===== src/rgd_pkg.sv =====
package rgd_pkg;

    // ----------------------------------------------------------------
    // Clock and timing
    // ----------------------------------------------------------------
    // System clock period in nanoseconds (50 MHz).
    localparam int MCLK_PERIOD_NS = 20;
    // Receive clock half periods in nanoseconds for 1000, 100 and 10 Mbps.
    localparam int RXC_HALF_G_NS   = 4;
    localparam int RXC_HALF_100_NS = 20;
    localparam int RXC_HALF_10_NS  = 200;
    // Half periods in system cycles, rounded down, never below one.
    localparam int RXC_HALF_G_CYC   = (RXC_HALF_G_NS / MCLK_PERIOD_NS) < 1 ? 1 : RXC_HALF_G_NS / MCLK_PERIOD_NS;
    localparam int RXC_HALF_100_CYC = (RXC_HALF_100_NS / MCLK_PERIOD_NS) < 1 ? 1 : RXC_HALF_100_NS / MCLK_PERIOD_NS;
    localparam int RXC_HALF_10_CYC  = (RXC_HALF_10_NS / MCLK_PERIOD_NS) < 1 ? 1 : RXC_HALF_10_NS / MCLK_PERIOD_NS;
    // Width of the receive clock divider counter.
    localparam int RXC_CNT_W = 8;

    // ----------------------------------------------------------------
    // Widths and reset values
    // ----------------------------------------------------------------
    // Number of media pairs and width of one media symbol.
    localparam int NUM_PAIRS = 4;
    localparam int SYM_W     = 8;
    // Depth of the receive-path buffer.
    localparam int RXBUF_DEPTH = 2;
    // Reset level of a media symbol and of the receive data lines.
    localparam logic [SYM_W-1:0] SYM_RST = 8'h00;
    localparam logic [3:0]       NIB_RST = 4'h0;

    // ----------------------------------------------------------------
    // Types
    // ----------------------------------------------------------------
    // Operating speed of the link.
    typedef enum logic [1:0] {
        RGD_SPD_10,
        RGD_SPD_100,
        RGD_SPD_1000,
        RGD_SPD_RSVD
    } rgd_speed_t;

    // One byte with its error mark, as carried in the data path.
    typedef struct packed {
        logic [7:0] data;
        logic       err;
    } rgd_word_t;

    // Symbols on the four media pairs or four channels.
    typedef logic [NUM_PAIRS-1:0][SYM_W-1:0] rgd_syms_t;

endpackage


===== src/rgd_datapath.sv =====
`timescale 1ns/1ns
// Notes on behaviour
// - Rising transmit edge control is frame valid.
// - Falling transmit edge control decodes error.
// - Gigabit transmit: low nibble rise, high fall.
// - Slow modes: one transmit nibble per rise.
// - Device makes receive clock per speed.
// - Receive control carries valid on rise.
// - Receive control carries derived value on fall.
// - Gigabit receive: low nibble rise, high fall.
// - Slow modes: one receive nibble per period.
// - Gigabit pairs map A-D, crossed swaps pairs.
// - Slow modes: straight transmit pair zero, receive one.
// - Slow modes leave pairs two, three idle.
module rgd_datapath
    import rgd_pkg::*;
(
    // Clock, reset and clock enable.
    input  wire logic                  mclk,
    input  wire logic                  rst_n,
    input  wire logic                  ce,
    // Configuration.
    input  wire rgd_speed_t            speed,
    input  wire logic                  mdix,
    // RGMII transmit side, driven by the MAC.
    input  wire logic                  tx_clk,
    input  wire logic                  tx_ctl,
    input  wire logic [3:0]            txd,
    // RGMII receive side, driven toward the MAC.
    output logic                       rx_clk,
    output logic                       rx_ctl,
    output logic [3:0]                 rxd,
    // Transmit bytes decoded from the MAC.
    output rgd_word_t                  tx_word,
    output logic                       tx_word_valid,
    output logic                       tx_frame,
    // Receive bytes from the line toward the MAC.
    input  wire rgd_word_t             rx_word,
    input  wire logic                  rx_word_valid,
    output logic                       rx_word_ready,
    // Channel symbols A to D on the coding side.
    input  wire rgd_syms_t             chan_tx,
    output rgd_syms_t                  chan_rx,
    // Media pairs zero to three: input, output and active-low enable.
    input  wire rgd_syms_t             media_pair_i,
    output rgd_syms_t                  media_pair_o,
    output logic [NUM_PAIRS-1:0]       media_pair_oe_n
);

    // ----------------------------------------------------------------
    // State
    // ----------------------------------------------------------------
    // All state of the block in one record.
    typedef struct packed {
        logic                               txc_prev;   // Last sampled transmit clock.
        logic                               tx_en;      // Frame valid from rising edge.
        logic [3:0]                         tx_lo;      // Low nibble awaiting its partner.
        logic                               tx_half;    // Slow modes: low nibble held.
        rgd_word_t                          tx_out;     // Decoded transmit byte.
        logic                               tx_out_v;   // One-cycle byte strobe.
        logic [RXC_CNT_W-1:0]               rxc_cnt;    // Receive clock divider.
        logic                               rxc;        // Receive clock level.
        logic                               rx_dv;      // Byte on the receive lines is valid.
        rgd_word_t                          rx_cur;     // Byte on the receive lines.
        logic                               rx_half;    // Slow modes: high nibble next.
        logic                               rx_ctl;     // Receive control line.
        logic [3:0]                         rxd;        // Receive data lines.
        logic [RXBUF_DEPTH-1:0][$bits(rgd_word_t)-1:0] buf_mem; // Buffer entries.
        logic                               buf_head;   // Oldest entry index.
        logic [1:0]                         buf_cnt;    // Entries held.
        rgd_syms_t                          pair_o;     // Media pair outputs.
        logic [NUM_PAIRS-1:0]               pair_oe_n;  // Media pair enables.
        rgd_syms_t                          chan_rx;    // Channel receive symbols.
    } rgd_state_t;

    rgd_state_t st_q;   // Registered state.
    rgd_state_t st_d;   // Next state.

    // ----------------------------------------------------------------
    // Combinational helpers
    // ----------------------------------------------------------------
    logic                 gig;          // Gigabit mode.
    logic                 txc_rise;     // Rising transmit clock seen.
    logic                 txc_fall;     // Falling transmit clock seen.
    logic [RXC_CNT_W-1:0] rxc_half;     // Half period for the current speed.
    logic                 rxc_tick;     // Receive clock toggles this cycle.
    logic                 buf_pop;      // Receive serialiser takes a byte.
    logic                 buf_push;     // Line side delivers a byte.
    rgd_word_t            buf_front;    // Oldest buffer entry.
    rgd_syms_t            pair_map_o;   // Pair outputs before registering.
    rgd_syms_t            chan_map_rx;  // Channel inputs before registering.
    logic [NUM_PAIRS-1:0] pair_map_oe_n; // Pair enables before registering.

    assign gig = (speed == RGD_SPD_1000);

    // Transmit clock is sampled; its edges pace capture.
    assign txc_rise = tx_clk & ~st_q.txc_prev;
    assign txc_fall = ~tx_clk & st_q.txc_prev;

    // Divider picks receive clock rate from speed.
    always_comb begin
        case (speed)
            RGD_SPD_1000: begin
                rxc_half = RXC_CNT_W'(RXC_HALF_G_CYC);
            end
            RGD_SPD_100: begin
                rxc_half = RXC_CNT_W'(RXC_HALF_100_CYC);
            end
            default: begin
                rxc_half = RXC_CNT_W'(RXC_HALF_10_CYC);
            end
        endcase
    end
    assign rxc_tick = (st_q.rxc_cnt >= rxc_half - 1'b1);

    // The buffer accepts a byte while it has a free entry and the block runs.
    // A handshake taken while the clock enable is low would lose the word.
    assign rx_word_ready = ce & (st_q.buf_cnt < 2'(RXBUF_DEPTH));
    assign buf_push      = rx_word_valid & rx_word_ready;
    assign buf_front     = rgd_word_t'(st_q.buf_mem[st_q.buf_head]);
    // A new byte is needed at a rising edge unless the high nibble is due.
    assign buf_pop       = rxc_tick & ~st_q.rxc & (gig | ~st_q.rx_half) & (st_q.buf_cnt != 2'd0);

    // ----------------------------------------------------------------
    // Media pair mapping, one slice per pair
    // ----------------------------------------------------------------
    genvar gp;
    generate
        for (gp = 0; gp < NUM_PAIRS; gp++) begin : g_pair
            // Channel paired with this media pair in gigabit mode.
            localparam int STRAIGHT = gp;
            localparam int CROSSED  = gp ^ 1;
            always_comb begin
                if (gig) begin
                    // Straight or swapped channel per pair.
                    pair_map_o[gp]    = mdix ? chan_tx[CROSSED] : chan_tx[STRAIGHT];
                    chan_map_rx[gp]   = mdix ? media_pair_i[CROSSED] : media_pair_i[STRAIGHT];
                    pair_map_oe_n[gp] = 1'b0;
                end else if (gp < 2) begin
                    // Transmit pair is zero straight, one crossed.
                    pair_map_oe_n[gp] = ((gp == 0) == mdix);
                    pair_map_o[gp]    = pair_map_oe_n[gp] ? SYM_RST : chan_tx[0];
                    // Channel A takes the receive pair; channel B idles.
                    chan_map_rx[gp]   = (gp == 0) ? media_pair_i[mdix ? 0 : 1] : SYM_RST;
                end else begin
                    // Pairs two and three stay undriven.
                    pair_map_o[gp]    = SYM_RST;
                    pair_map_oe_n[gp] = 1'b1;
                    chan_map_rx[gp]   = SYM_RST;
                end
            end
        end
    endgenerate

    // ----------------------------------------------------------------
    // Next-state logic
    // ----------------------------------------------------------------
    // Computes every state field from the current state and inputs.
    always_comb begin
        st_d          = st_q;
        st_d.txc_prev = tx_clk;
        st_d.tx_out_v = 1'b0;
        st_d.pair_o    = pair_map_o;
        st_d.pair_oe_n = pair_map_oe_n;
        st_d.chan_rx   = chan_map_rx;

        // Transmit capture on the rising edge.
        if (txc_rise) begin
            // Control on rise is frame valid.
            st_d.tx_en = tx_ctl;
            if (!tx_ctl) begin
                // Frame over: restart nibble pairing.
                st_d.tx_half = 1'b0;
            end else if (gig || !st_q.tx_half) begin
                st_d.tx_lo   = txd;
                st_d.tx_half = ~gig;
            end else begin
                // Second nibble of a slow-mode byte.
                st_d.tx_out.data = {txd, st_q.tx_lo};
                st_d.tx_out_v    = 1'b1;
                st_d.tx_half     = 1'b0;
            end
        end

        // Transmit capture on the falling edge.
        if (txc_fall && st_q.tx_en) begin
            st_d.tx_out.err = st_q.tx_en ^ tx_ctl;
            if (gig) begin
                st_d.tx_out.data = {txd, st_q.tx_lo};
                st_d.tx_out_v    = 1'b1;
            end
        end

        // Receive clock divider.
        if (rxc_tick) begin
            st_d.rxc_cnt = '0;
            st_d.rxc     = ~st_q.rxc;
        end else begin
            st_d.rxc_cnt = st_q.rxc_cnt + 1'b1;
        end

        // Receive drive at the rising edge.
        if (rxc_tick && !st_q.rxc) begin
            if (gig || !st_q.rx_half) begin
                st_d.rx_dv  = buf_pop;
                st_d.rx_cur = buf_pop ? buf_front : st_q.rx_cur;
                // Low nibble rides the rising edge.
                st_d.rxd     = buf_pop ? buf_front.data[3:0] : NIB_RST;
                st_d.rx_half = ~gig & buf_pop;
            end else begin
                // High nibble in the next period.
                st_d.rxd     = st_q.rx_cur.data[7:4];
                st_d.rx_half = 1'b0;
            end
            st_d.rx_ctl = (gig || !st_q.rx_half) ? buf_pop : st_q.rx_dv;
        end

        // Receive drive at the falling edge.
        if (rxc_tick && st_q.rxc) begin
            // Derived value on the falling edge.
            st_d.rx_ctl = st_q.rx_dv ^ (st_q.rx_dv & st_q.rx_cur.err);
            if (gig && st_q.rx_dv) begin
                // High nibble rides the falling edge.
                st_d.rxd = st_q.rx_cur.data[7:4];
            end
        end

        // Two-entry buffer bookkeeping.
        if (buf_push) begin
            st_d.buf_mem[st_q.buf_head ^ st_q.buf_cnt[0]] = rx_word;
        end
        if (buf_pop) begin
            st_d.buf_head = ~st_q.buf_head;
        end
        st_d.buf_cnt = st_q.buf_cnt + 2'(buf_push) - 2'(buf_pop);
    end

    // ----------------------------------------------------------------
    // State register
    // ----------------------------------------------------------------
    // Holds all state; the clock enable freezes it.
    always_ff @(posedge mclk or negedge rst_n) begin
        if (!rst_n) begin
            st_q           <= '0;
            st_q.pair_oe_n <= '1;
        end else if (ce) begin
            st_q <= st_d;
        end
    end

    // ----------------------------------------------------------------
    // Outputs
    // ----------------------------------------------------------------
    assign rx_clk          = st_q.rxc;
    assign rx_ctl          = st_q.rx_ctl;
    assign rxd             = st_q.rxd;
    assign tx_word         = st_q.tx_out;
    assign tx_word_valid   = st_q.tx_out_v;
    assign tx_frame        = st_q.tx_en;
    assign chan_rx         = st_q.chan_rx;
    assign media_pair_o    = st_q.pair_o;
    assign media_pair_oe_n = st_q.pair_oe_n;

endmodule


===== config.mk =====
export PLATFORM = sky130hd
export DESIGN_NAME = rgd_datapath
export DESIGN_NICKNAME = d
export VERILOG_FILES = /design/src/rgd_pkg.sv /design/src/rgd_datapath.sv
export SDC_FILE = /design/constraint.sdc
export NUM_CORES = 1
export LEC_CHECK = 0
export BUFFER_PORTS_ARGS = -buffer_cell sky130_fd_sc_hd__buf_2
export CAP_MARGIN = 10
export CORE_MARGIN = 1
export CORE_UTILIZATION = 50
export DETAILED_ROUTE_END_ITERATION = 6
export GPL_TIMING_DRIVEN = 1
export PLACE_DENSITY = 0.76
export SLEW_MARGIN = 15
export SYNTH_ARGS = -nofsm -noshare
export SYNTH_HDL_FRONTEND = slang
export SYNTH_SLANG_ARGS = --single-unit
export TNS_END_PERCENT = 50

===== constraint.sdc =====
create_clock -name mclk -period 4.9 [get_ports mclk]
set_input_delay 0.245 -clock mclk [delete_from_list [all_inputs] [get_ports mclk]]
set_output_delay 0.245 -clock mclk [all_outputs]
set_load 0.02 [all_outputs]

## Word-level counts from Yosys, hierarchy flattened

Cells that the tools add are included.

- Logic and storage cells: 133
- Output and inout port bits: 86
- Bits of input ports: 86
- Register bits after elaboration: 130

- $add $sub $neg: 4
- Eq/ne operators: 2
- Multiplexer cells: 50
- Reduce and logical (&&, ||, !) cells: 23
- Bitwise operators: 20
- Order comparisons: 6

Operator list:

| kind | number |
|---|---|
| $mux W8 | 25 |
| $mux W9 | 3 |
| $bwmux W18 | 1 |
| $bmux W8 S2 | 1 |
| $mux W4 | 4 |
| $reduce_and A2 Y1 | 7 |
| $mux W1 | 12 |
| $mux W10 | 1 |
| $mux W5 | 2 |
| $and A1 B1 Y1 | 9 |
| $demux W9 S1 | 1 |
| $add A8 B1 Y8 const B | 1 |
| $ge A8 B8 Y1 | 1 |
| $reduce_and A4 Y1 | 2 |
| $sub A8 B1 Y8 const B | 1 |
| $not A1 Y1 | 7 |
| $logic_and A1 B1 Y1 | 5 |
| $lt A1 B2 Y1 const B | 2 |
| $reduce_bool A2 Y1 | 2 |
| $logic_not A1 Y1 | 3 |
| $lt A1 B3 Y1 const B | 1 |
| $reduce_and A3 Y1 | 1 |
| $xor A1 B1 Y1 | 3 |
| $add A2 B1 Y2 | 1 |
| other kinds (8) | 9 |

## Depth between registers and ports, before layout

Gate-level depths: netlist (run 1).

- Depth after elaboration: 13
- Depth in mapped cells: 13
- Mapped depth without buffers: 13

## Worst setup path before layout (run 1)

OpenSTA, ideal clock, no wires.

- Path kind: in2reg
- From: input speed[0]
- To: register st_q[69] (netlist bit)
- Path buffers: 0
- Stages on the path: 12
- Data required time: 4.777 ns
- Arrival time: 2.630 ns
- Path slack: 2.147 ns
- Library setup time: 0.123 ns
- Path through: inv_1 > ha_1 > ha_1 > or4b_4 > a211o_4 > and2_1 > ha_1 > inv_1 > ha_1 > xor2_1 > nand2_1 > xnor2_1

- Longest elaborated chain between the ends: 9
- Elaborated cells on any way between the ends: 11
- Those cells by class: 2 x add/sub; 1 x order compare; 2 x eq/ne; 1 x mux; 4 x bitwise; 1 x reduce/logical

Ends and longest elaborated chain:

| item | RTL line | text |
|---|---|---|
| from (decl) | rgd_datapath.sv:23 | `input wire rgd_speed_t speed,` |
| $eq A2 B2 Y1 / $eq A2 B1 Y1 (equally long branches) | rgd_datapath.sv:94, rgd_datapath.sv:102 |  |
| $reduce_or A2 Y1 (no line) | - |  |
| $mux W4 | rgd_datapath.sv:102 | `case (speed)` |
| $sub A8 B1 Y8 | rgd_datapath.sv:114 | `assign rxc_tick = (st_q.rxc_cnt >= rxc_half - 1'b1);` |
| $ge A8 B8 Y1 | rgd_datapath.sv:114 |  |
| $and A1 B1 Y1 | rgd_datapath.sv:122 | `assign buf_pop = rxc_tick & ~st_q.rxc & (gig \| ~st_q.rx_half) & (st_q.buf_cnt != 2'd0);` |
| $and A1 B1 Y1 (*) (2 in a row) | rgd_datapath.sv:122 |  |
| via buf_pop | rgd_datapath.sv:87 | `logic buf_pop;` |
| $sub A2 B1 Y2 (*) | rgd_datapath.sv:235 | `st_d.buf_cnt = st_q.buf_cnt + 2'(buf_push) - 2'(buf_pop);` |
| to (signal assigned) | rgd_datapath.sv:247 | `st_q <= st_d;` |
| to (decl) | rgd_datapath.sv:76 | `rgd_state_t st_q;` |

The timed path passes the listed nets; every way through them passes the cells marked *.
A chain may end at the register's enable or synchronous reset.

## Final worst setup path (run 1)

- From: register st_q[106] (netlist bit)
- To: register st_q[69] (netlist bit)

- Longest elaborated chain between the ends: 5

Ends and longest elaborated chain:

| item | RTL line |
|---|---|
| $ge A8 B8 Y1 | rgd_datapath.sv:114 |
| $and A1 B1 Y1 (3 in a row) | rgd_datapath.sv:122 |
| via buf_pop | rgd_datapath.sv:87 |
| $sub A2 B1 Y2 | rgd_datapath.sv:235 |

The timed path passes the listed nets, and every way through them passes these cells.

==> results of run 1 <==
registers in the layout (all words and copies together) (netlist names):
| register | cells |
|---|---|
| chan_rx | 32 |
| media_pair_o | 32 |
| media_pair_oe_n | 3 |
| rx_clk | 1 |
| rx_ctl | 1 |
| rxd | 4 |
| st_q | 42 |
| tx_frame | 1 |
| tx_word | 9 |
| tx_word_valid | 1 |
power breakdown:
part	internal, mW	switching (mW)
sequential	1.29	0.171
clock	0.807	0.426
combinational	0.434	0.481
final cells by class:
class	count	area, µm²
Clock buffer	24	502
Clock inverter	6	82.6
Fill cell	1055	4870
Inverter	51	191
Multi-Input combinational cell	315	2320
Sequential cell	126	3160
Tap cell	168	210
Timing Repair Buffer	174	886
layout by cell type (no fill, tap or decap), drive strengths merged, types with 7 or more instances in the layout:
| master | instances |
|---|---|
| mux2i | 48 |
| dfrtp | 123 |
| nand3 | 13 |
| nand2 | 17 |
| mux2 | 48 |
| o22ai | 41 |
| buf | 174 |
| nor2 | 43 |
| o2bb2ai | 7 |
| o21ai | 11 |
| clkbuf | 24 |
| a31oi | 9 |
| nand2b | 10 |
| inv | 51 |
| a21oi | 25 |
stage by stage:
step | setup WS (ns) | hold slack, ns
after floorplan | 2.15 | -0.0506
after detailed placement | 1.89 | 0.465
after global placement | 1.93 | 0.449
after CTS | 2.06 | 0.0192
after global routing | 1.91 | 0.0632
final | 2.07 | -0.0265
worst max-delay path, cell delays in order (launching register included):
cell and delay, ns:
sky130_fd_sc_hd__dfrtp_1 0.40, sky130_fd_sc_hd__inv_1 0.09, sky130_fd_sc_hd__ha_1 0.30, sky130_fd_sc_hd__or4b_4 0.50, sky130_fd_sc_hd__a211o_4 0.40, sky130_fd_sc_hd__and2_1 0.15
sky130_fd_sc_hd__ha_1 0.28, sky130_fd_sc_hd__inv_1 0.05, sky130_fd_sc_hd__ha_1 0.14, sky130_fd_sc_hd__xor2_1 0.14, sky130_fd_sc_hd__nand2_1 0.08, sky130_fd_sc_hd__xnor2_1 0.17
path summary, 6_finish.rpt:
| check | start | end | slack [ns] | cells past startpoint |
|---|---|---|---|---|
| max | st_q[106] | st_q[69] | 2.07 | 11 |
| min | rst_n | tx_word[5] | -0.03 | 1 |
| max reg2reg | st_q[106] | st_q[69] | 2.07 | 11 |
| min reg2reg | tx_word[0] | tx_word[0] | 0.48 | 2 |
| max in group asynchronous | rst_n | chan_rx[22] | 3.71 | 2 |
| min in group mclk | rx_word[0] | st_q[71] | 0.08 | 2 |
logic make-up (layout without fill, tap and decap cells):
group	after synthesis	in the layout	synth area share, %
fa+ha+maj	6	6	1.18
compound gates	104	104	10.3
xor+xnor	6	6	0.824
buf+inv	162	255	14.3
simple gates	103	103	7.81
mux	96	96	16.1
flops	126	126	49.5
per-layer routing:
| layer | vias to the layer above | routed length (µm) | track usage, % |
|---|---|---|---|
| met1 | 2190 | 5720 | 26.3 |
| met3 | 19 | 706 | 5.69 |
| met5 | - | 0 | 0 |
| li1 | 2157 | - | - |
| met4 | 0 | 239 | 10.0 |
| met2 | 147 | 6800 | 34.4 |
==> impl_summary.log, run 1 <==
INFO  metric timing.final.crit_period = 2.83 ns
INFO  metric post-route-cell-area = 7350 µm²
INFO  metric fp.coreArea = 12,200 µm²
INFO  metric worst-slew-pin-transition = 1.14 ns
INFO  metric post_cts_hold_fix_bufs = 0
INFO  metric synth_area_leaders = sky130_fd_sc_hd__dfrtp_1, sky130_fd_sc_hd__buf_4, sky130_fd_sc_hd__mux2_2
INFO  metric total_power = 3.61 mW
INFO  metric drive_gt1_share = 37.4%
INFO  metric timing.critical_path.arrival = 3.13 ns
INFO  metric mappedNetlistArea = 6380 µm²
INFO  metric final.setup.tns = 0 ns
INFO  metric maxCapViolCount = 0
INFO  metric root_buffer = sky130_fd_sc_hd__clkbuf_16
INFO  metric cp_data_required_time = 5.19 ns
INFO  metric numPlacedInstances = 834
INFO  metric tritoncts.num_buffers = 17
INFO  metric finish.net_count = 777
INFO  metric avgSynthCellArea = 10.6 µm²
INFO  metric insertedDiodeCount = 0
INFO  metric achievable-frequency = 0.353 GHz
INFO  metric critical_path.endpoint_type = flip-flop
INFO  metric synth-warning-count = 0
INFO  metric ios = 172
INFO  metric drt-total-wl = 13.5 mm
INFO  metric setup_viol = 0
INFO  metric post_dp_area = 6750 µm²
INFO  metric gp_routability_congestion = 0.841
INFO  metric mappedNetlistNets = 695
INFO  metric initial_core_utilization = 52.2%
INFO  metric avgRoutedWirePerCell = 15.6 µm
INFO  metric hold_violations = 15
INFO  metric post-route-drc-count = 0
INFO  metric cts_buffer_depth = 2
INFO  metric number_of_buffers_inserted_by_port_buffering = 171
INFO  metric final-max-slew-violation-count = 0
INFO  metric maximum_level_of_the_cts_h_tree = 4
INFO  metric cts_setup_buffers = 0
INFO  metric finalHoldWorstSlack = -0.0265 ns
INFO  metric yosys_register_bits = 126
INFO  metric final_core_utilization = 60.2%
INFO  metric vdd_ir_drop_max = 0.000271 V
INFO  metric detailed_place_hpwl = 9.20 mm
INFO  metric outcome = complete, but fails checks
INFO  metric total_congestion_overflow = 0
INFO  metric holdCritPathClass = in2async
INFO  metric total_leakage_power = 3.64 nW
INFO  metric max_transition_margin = 23.9%
INFO  metric power_density = 491 nW/µm²
INFO  metric most_used_dff_post_synth = sky130_fd_sc_hd__dfrtp_1
INFO  metric postRouteAntennaNets = 0
INFO  metric tritoncts = yes
INFO  metric min_period_over_period = 57.8%
INFO  metric cts_num_sinks = 126
INFO  metric antenna_found_initial = 0
INFO  metric synth.largest_area_cell = sky130_fd_sc_hd__dfrtp_1
INFO  metric dr.first_iter.drc_count = 246
INFO  metric synth.most_common_cell = sky130_fd_sc_hd__dfrtp_1
INFO  metric timing_worst_setup_path_type = reg2reg
INFO  metric post_synth_edffs = 0
INFO  metric failed_checks = negative hold slack
INFO  metric number_of_global_route_vias_before_repair = 4,520
INFO  metric vias = 4,513
INFO  metric grt_setup_unrepaired = false
INFO  metric gates_resized_cts_repair = 0
INFO  metric clk-insertion-delay-late = 0.41 ns
INFO  metric cp_max_fo = 8
INFO  metric largest_net_degree_at_the_start_of_global_routing = 117
INFO  metric worst_setup_path_start_kind = flip-flop
INFO  metric fp-row-count = 40
INFO  metric syn-instance-count = 603
INFO  metric clkSlewWorstSetupHoldPaths = 0.05 ns
INFO  metric share_of_synthesized_flip_flops_with_an_asynchronous_set_or_reset = 100%
INFO  metric floorplan.die_area = 13,200 µm²
INFO  metric maximum_clock_skew_at_final_layout = 0.00941 ns
INFO  metric instances_no_fill = 864
INFO  metric synth_common_cells = sky130_fd_sc_hd__dfrtp_1, sky130_fd_sc_hd__buf_4, sky130_fd_sc_hd__inv_1
INFO  metric routed_via_density = 5.22
INFO  metric detail_route.first_pass.iterations = 5
INFO  metric overall_die_width = 115 µm
INFO  metric netlist.area_leader.share = 48.2%
INFO  metric grtUsageTotal = 21.2%
INFO  metric yosys.cell_types.count = 43
INFO  metric area_delta_synth_final = 15.1%
INFO  metric grt_first_pass_wirelength = 21.7 mm
INFO  metric synth_seq_area_share = 49.5%
INFO  metric die-height = 115 µm
(Power assumes the default switching activity.)
==> run 2, diff against run 1 <==
--- a/config.mk
+++ b/config.mk
@@ -8,7 +8,7 @@
 export BUFFER_PORTS_ARGS = -buffer_cell sky130_fd_sc_hd__buf_2
 export CAP_MARGIN = 10
 export CORE_MARGIN = 1
-export CORE_UTILIZATION = 50
+export CORE_UTILIZATION = 48
 export DETAILED_ROUTE_END_ITERATION = 6
 export GPL_TIMING_DRIVEN = 1
 export PLACE_DENSITY = 0.76
==> constraint.sdc (replaced) <==
create_clock -name mclk -period 2.3 [get_ports mclk]
set_input_delay 0.115 -clock mclk [delete_from_list [all_inputs] [get_ports mclk]]
set_output_delay 0.115 -clock mclk [all_outputs]
set_load 0.02 [all_outputs]
==> impl_summary.log, run 2 (synthesis results as in run 1) <==
INFO  metric die-height = 117 µm (+2.0%)
INFO  metric timing_worst_setup_path_type = reg2reg
INFO  metric setup_viol = 2 (+2)
INFO  metric cp_data_required_time = 2.59 ns (-2.60 ns)
INFO  metric critical_path_s_largest_stage_delay = 0.50 ns (about the same)
INFO  metric timing.final.crit_period = 2.57 ns (-0.264 ns)
INFO  metric grtUsageTotal = 22.4% (+1.2 points)
INFO  metric failed_checks = negative setup slack
INFO  metric clkSlewWorstSetupHoldPaths = 0.06 ns (about the same)
INFO  metric final-max-slew-violation-count = 0 (unchanged)
INFO  metric cp_max_fo = 2 (-6)
INFO  metric area_delta_synth_final = 28.9%
INFO  metric fp.coreArea = 12,800 µm² (+4.6%)
INFO  metric commonest_non_fill_non_tap_cells_in_the_layout = sky130_fd_sc_hd__buf_2, sky130_fd_sc_hd__dfrtp_1, sky130_fd_sc_hd__dlygate4sd3_1
INFO  metric postRouteAntennaNets = 0 (unchanged)
INFO  metric regMostFlops = st_q
INFO  metric detail_route.first_pass.iterations = 5 (unchanged)
INFO  metric seq_area = 3160 µm² (unchanged)
INFO  metric total_power = 7.96 mW (+120%)
INFO  metric cts_num_sinks = 126 (unchanged)
INFO  metric post_dp_area = 6950 µm² (+2.9%)
INFO  metric grt_setup_unrepaired = true
INFO  metric wl_met3 = 657 µm (-6.9%)
INFO  metric ios = 172 (unchanged)
INFO  metric number_of_buffers_inserted_by_port_buffering = 171 (unchanged)
INFO  metric filler_cells = 985 (-6.6%)
INFO  metric slowest_stage = sky130_fd_sc_hd__or4b_4
INFO  metric tritoncts.num_buffers = 17 (unchanged)
INFO  metric drt-total-wl = 15.1 mm (+12%)
INFO  metric root_buffer = sky130_fd_sc_hd__clkbuf_16
INFO  metric max_transition_margin = 25.3% (+1.4 points)
INFO  metric layout_commonest_cell = sky130_fd_sc_hd__buf_2
INFO  metric detailed_place_hpwl = 9.72 mm (+5.6%)
INFO  metric hold_violations = 0 (-15)
INFO  metric vias = 4,932 (+9.3%)
INFO  metric timing.critical_path.mode_cell = sky130_fd_sc_hd__ha_4
INFO  metric outcome = complete, but fails checks
INFO  metric gp_routability_congestion = 0.758 (-9.9%)
INFO  metric routed_via_density = 5.16 (-1.1%)
INFO  metric total_congestion_overflow = 0 (unchanged)
INFO  metric worst-slew-pin-transition = 1.11 ns (-0.0293 ns)
INFO  metric power_density = 968 nW/µm² (+97%)
INFO  metric post-route-drc-count = 0 (unchanged)
INFO  metric met2RoutedLength = 7.83 mm (+15%)
INFO  metric fp-row-count = 41 (+2.5%)
INFO  metric floorplan.die_area = 13,800 µm² (+4.1%)
INFO  metric initial_core_utilization = 49.9% (-2.3 points)
INFO  metric min_period_over_period = 112% (+54 points)
INFO  metric timing.critical_path.cells = inv_2 -> ha_4 -> or4b_4 -> a211o_4 -> and2_4 -> ha_4 -> inv_2 -> ha_4 -> xor2_2 -> nand2_1 -> xnor2_1
INFO  metric maximum_level_of_the_cts_h_tree = 4 (unchanged)
INFO  metric overall_die_width = 117 µm (+2.0%)
INFO  metric drive_gt1_share = 37.0% (-0.32 points)
INFO  metric grt_first_pass_wirelength = 23.5 mm (+8.1%)
INFO  metric maximum_clock_skew_at_final_layout = 0.00432 ns (-0.00508 ns)
INFO  metric holdCritPathClass = in2reg
INFO  metric critical_path.endpoint_type = flip-flop
INFO  metric numPlacedInstances = 854 (+2.4%)
INFO  metric dr.first_iter.drc_count = 221 (-10%)
INFO  metric instances_no_fill = 955 (+11%)
INFO  metric final.setup.tns = -0.471 ns (-0.471 ns)
INFO  metric total_leakage_power = 4.01 nW (+10%)
INFO  metric layout_setup_ws = -0.269 ns (-2.34 ns)
INFO  metric clk-insertion-delay-late = 0.41 ns (about the same)
INFO  metric insertedDiodeCount = 0 (unchanged)
INFO  metric avgRoutedWirePerCell = 15.8 µm (+1.2%)
INFO  metric timing.critical_path.arrival = 2.86 ns (-0.27 ns)
INFO  metric finish.net_count = 862 (+11%)
INFO  metric post-route-cell-area = 8220 µm² (+12%)
INFO  metric number_of_global_route_vias_before_repair = 5,065 (+12%)
INFO  metric finalHoldWorstSlack = 0.0140 ns (+0.0404 ns)
INFO  metric vdd_ir_drop_max = 0.000662 V (+140%)
INFO  metric largest_net_degree_at_the_start_of_global_routing = 73 (-38%)
INFO  metric wirelength_met1 = 6.19 mm (+8.3%)
INFO  metric worst_setup_path_start_kind = flip-flop
INFO  metric dr.max_layer_used = met4
INFO  metric largest_reg_flops = 42 (unchanged)
INFO  metric multi_input_comb_area = 2380 µm² (+2.8%)
INFO  metric maxCapViolCount = 0 (unchanged)
INFO  metric tritoncts = yes
INFO  metric cts_buffer_depth = 2 (unchanged)
INFO  metric achievable-frequency = 0.389 GHz (+10%)
INFO  metric antenna_found_initial = 0 (unchanged)
## run 2: what timing repair did
item                       4_1_cts  5_1_grt
setup endpoints to repair        7        9
hold endpoints to repair       100        0
pin swaps                        4        1
resized for setup                1        1
buffers inserted                 0        2
hold buffers                    67        0
## run 2: layer usage
metal | global-route usage, % | vias up
li1 | - | 2349
met1 | 25.5 | 2394
met2 | 39.3 | 154
met3 | 5.15 | 35
met4 | 11.6 | 0
met5 | 0 | -
## run 2: where the power goes
group | internal [mW] | switching (mW)
Combinational | 1.16 | 1.18
Clock | 1.59 | 0.980
Sequential | 2.74 | 0.317
## run 2: area by class of cell
class                           instances  area share [%]
Multi-Input combinational cell        315            29.0
Timing Repair Buffer                  259            20.7
Tap cell                              172            2.62
Inverter                               51            2.33
Clock buffer                           17            5.17
Clock inverter                         15            1.81
Sequential cell                       126            38.4
## run 2: worst max-delay path: cells and delay by family, from the launching register on
kind / cells / cell delay (ns)
simple gates: 3 / 0.72
fa+ha+maj: 3 / 0.59
flops: 1 / 0.39
compound gates: 1 / 0.35
xor+xnor: 2 / 0.27
buf+inv: 2 / 0.11
## run 2: path summary, 6_finish.rpt
check | startpoint | end | slack (ns) | depth (start not counted)
max in group asynchronous | rst_n | media_pair_o[19] | 1.28 | 3
worst min-delay path | media_pair_i[11] | chan_rx[11] | 0.01 | 3
min in group asynchronous | rst_n | st_q[74] | 0.26 | 2
worst max register to register | st_q[106] | st_q[69] | -0.27 | 11
worst max-delay path | st_q[106] | st_q[69] | -0.27 | 11
worst min register to register | tx_word[0] | tx_word[0] | 0.48 | 2
## run 2: stage by stage
stage,worst slack [ns],util [%]
after detailed placement,-0.398,54.4
after floorplan,-0.292,-
after global placement,-0.316,54.4
after global routing,-0.349,64.4
after CTS,-0.283,64.2
final,-0.269,64.4
==> run 3, diff against run 2 <==
--- a/config.mk
+++ b/config.mk
@@ -12,6 +12,7 @@
 export DETAILED_ROUTE_END_ITERATION = 6
 export GPL_TIMING_DRIVEN = 1
 export PLACE_DENSITY = 0.76
+export RECOVER_POWER = 25
 export SLEW_MARGIN = 15
 export SYNTH_ARGS = -nofsm -noshare
 export SYNTH_HDL_FRONTEND = slang
==> impl_summary.log, run 3 (synthesis results as in run 1) <==
INFO  metric largest_reg_flops = 42 (unchanged)
INFO  metric post-route-drc-count = 0 (unchanged)
INFO  metric dr.first_iter.drc_count = 203 (-8.1%)
INFO  metric total_congestion_overflow = 0 (unchanged)
INFO  metric area_delta_synth_final = 28.2%
INFO  metric setup_viol = 2 (unchanged)
INFO  metric timing.final.crit_period = 2.57 ns (-0.00215 ns)
INFO  metric maximum_clock_skew_at_final_layout = 0.00497 ns (+0.000645 ns)
INFO  metric achievable-frequency = 0.390 GHz (about the same)
INFO  metric grt_first_pass_wirelength = 23.5 mm (unchanged)
INFO  metric fp.coreArea = 12,800 µm² (unchanged)
INFO  metric r2r.worst_path.cells = 11 (unchanged)
INFO  metric largest_net_degree_at_the_start_of_global_routing = 73 (unchanged)
INFO  metric maximum_level_of_the_cts_h_tree = 4 (unchanged)
INFO  metric vias = 4,943 (+0.22%)
INFO  metric hold_violations = 0 (unchanged)
INFO  metric cts_buffer_depth = 2 (unchanged)
INFO  metric failed_checks = negative setup slack
INFO  metric holdCritPathClass = in2reg
INFO  metric layout_commonest_cell = sky130_fd_sc_hd__buf_2
INFO  metric clkSlewWorstSetupHoldPaths = 0.06 ns (about the same)
INFO  metric commonest_non_fill_non_tap_cells_in_the_layout = sky130_fd_sc_hd__buf_2, sky130_fd_sc_hd__dfrtp_1, sky130_fd_sc_hd__dlygate4sd3_1
INFO  metric worst_setup_path_start_kind = flip-flop
INFO  metric filler_cells = 1,002 (+1.7%)
INFO  metric post-route-cell-area = 8180 µm² (-0.55%)
INFO  metric max_transition_margin = 23.0% (-2.2 points)
INFO  metric outcome = complete, but fails checks
INFO  metric tritoncts = yes
INFO  metric hold-path-cell-count = 3 (unchanged)
INFO  metric postRouteAntennaNets = 0 (unchanged)
INFO  metric fp-row-count = 41 (unchanged)
INFO  metric finish.net_count = 862 (unchanged)
INFO  metric worst-slew-pin-transition = 1.15 ns (+0.0416 ns)
INFO  metric drive_gt1_share = 32.7% (-4.3 points)
INFO  metric detail_route.first_pass.iterations = 5 (unchanged)
INFO  metric routed_via_density = 5.18 (+0.22%)
INFO  metric overall_die_width = 117 µm (unchanged)
INFO  metric tritoncts.num_buffers = 17 (unchanged)
INFO  metric clk-insertion-delay-late = 0.41 ns (about the same)
INFO  metric vdd_ir_drop_max = 0.000646 V (-2.4%)
INFO  metric drt-total-wl = 15.0 mm (-0.14%)
INFO  metric antenna_found_initial = 0 (unchanged)
INFO  metric number_of_global_route_vias_before_repair = 5,065 (unchanged)
INFO  metric finalHoldWorstSlack = 0.0124 ns (-0.00160 ns)
INFO  metric layout_setup_ws = -0.267 ns (+0.00215 ns)
INFO  metric cts_num_sinks = 126 (unchanged)
INFO  metric cp_data_required_time = 2.59 ns (about the same)
INFO  metric grt_setup_unrepaired = true
INFO  metric pre_cts_ws = -0.398 ns (unchanged)
INFO  metric critical_path.endpoint_type = flip-flop
INFO  metric insertedDiodeCount = 0 (unchanged)
INFO  metric maxCapViolCount = 0 (unchanged)
INFO  metric total_leakage_power = 3.89 nW (-3.1%)
INFO  metric initial_core_utilization = 49.9% (unchanged)
INFO  metric grtUsageTotal = 22.4% (unchanged)
INFO  metric gp_routability_congestion = 0.758 (unchanged)
INFO  metric min_period_over_period = 112% (about the same)
INFO  metric final-max-slew-violation-count = 0 (unchanged)
INFO  metric root_buffer = sky130_fd_sc_hd__clkbuf_16
INFO  metric timing_worst_setup_path_type = reg2reg
INFO  metric power_density = 970 nW/µm² (+0.19%)
INFO  metric detailed_place_hpwl = 9.72 mm (unchanged)
INFO  metric number_of_buffers_inserted_by_port_buffering = 171 (unchanged)
INFO  metric timing.critical_path.arrival = 2.86 ns (about the same)
INFO  metric total_power = 7.93 mW (-0.36%)
INFO  metric cp_max_fo = 2 (unchanged)
INFO  metric avgRoutedWirePerCell = 15.7 µm (-0.14%)
INFO  metric regMostFlops = st_q
INFO  metric floorplan.die_area = 13,800 µm² (unchanged)
INFO  metric post_dp_area = 6950 µm² (unchanged)
INFO  metric ios = 172 (unchanged)
INFO  metric die-height = 117 µm (unchanged)
## run 3: repair_timing
action,CTS,global route
setup endpoints to repair,7,9
pin swaps,4,1
setup buffers,0,2
hold buffers,67,0
gates resized for setup,1,1
endpoints found under the hold margin,100,0
## run 3: stage by stage
step	instances	utilization, %	setup TNS [ns]
floorplan	603	-	-0.549
CTS	953	64.2	-0.483
global placement	854	54.4	-0.933
finish	955	64.0	-0.470
global route	955	64.0	-0.722
detailed placement	854	54.4	-1.33
## run 3: final cells by class
class	instances	area, µm²	share of cell area [%]
repair buffers	259	1660	20.3
clock inverters	15	149	1.82
multi-input cells	315	2380	29.1
inverters	51	191	2.34
clock buffers	17	425	5.20
flip-flops and latches	126	3160	38.6
well taps	172	215	2.63
## run 3: worst paths after layout
kind / slack (ns) / to / start
max in group asynchronous: 0.87 / media_pair_o[19] / rst_n
hold / removal: 0.01 / chan_rx[11] / media_pair_i[11]
hold reg to reg: 0.49 / tx_word[0] / tx_word[0]
setup reg to reg: -0.27 / st_q[69] / st_q[106]
min in group asynchronous: 0.48 / st_q[74] / rst_n
setup / recovery: -0.27 / st_q[69] / st_q[106]
## run 3: power breakdown
group / leakage, nW / switching [mW] / internal [mW] / total (mW)
clock: 0.282 / 0.977 / 1.59 / 2.56
sequential: 1.58 / 0.318 / 2.74 / 3.06
combinational: 2.02 / 1.18 / 1.13 / 2.31
## run 3: worst max-delay path, stage by stage (launching register included)
cell,delay [ns]
sky130_fd_sc_hd__dfrtp_1,0.39
sky130_fd_sc_hd__inv_2,0.08
sky130_fd_sc_hd__ha_4,0.19
sky130_fd_sc_hd__or4b_4,0.50
sky130_fd_sc_hd__a211o_4,0.35
sky130_fd_sc_hd__and2_4,0.14
sky130_fd_sc_hd__ha_4,0.25
sky130_fd_sc_hd__inv_2,0.03
sky130_fd_sc_hd__ha_4,0.15
sky130_fd_sc_hd__xor2_2,0.12
sky130_fd_sc_hd__nand2_1,0.08
sky130_fd_sc_hd__xnor2_1,0.15
## run 3: metal layers
layer	wire length, µm	GRT usage [%]
met1	6150	25.5
met2	7800	39.3
met3	667	5.15
met4	428	11.6
met5	0	0
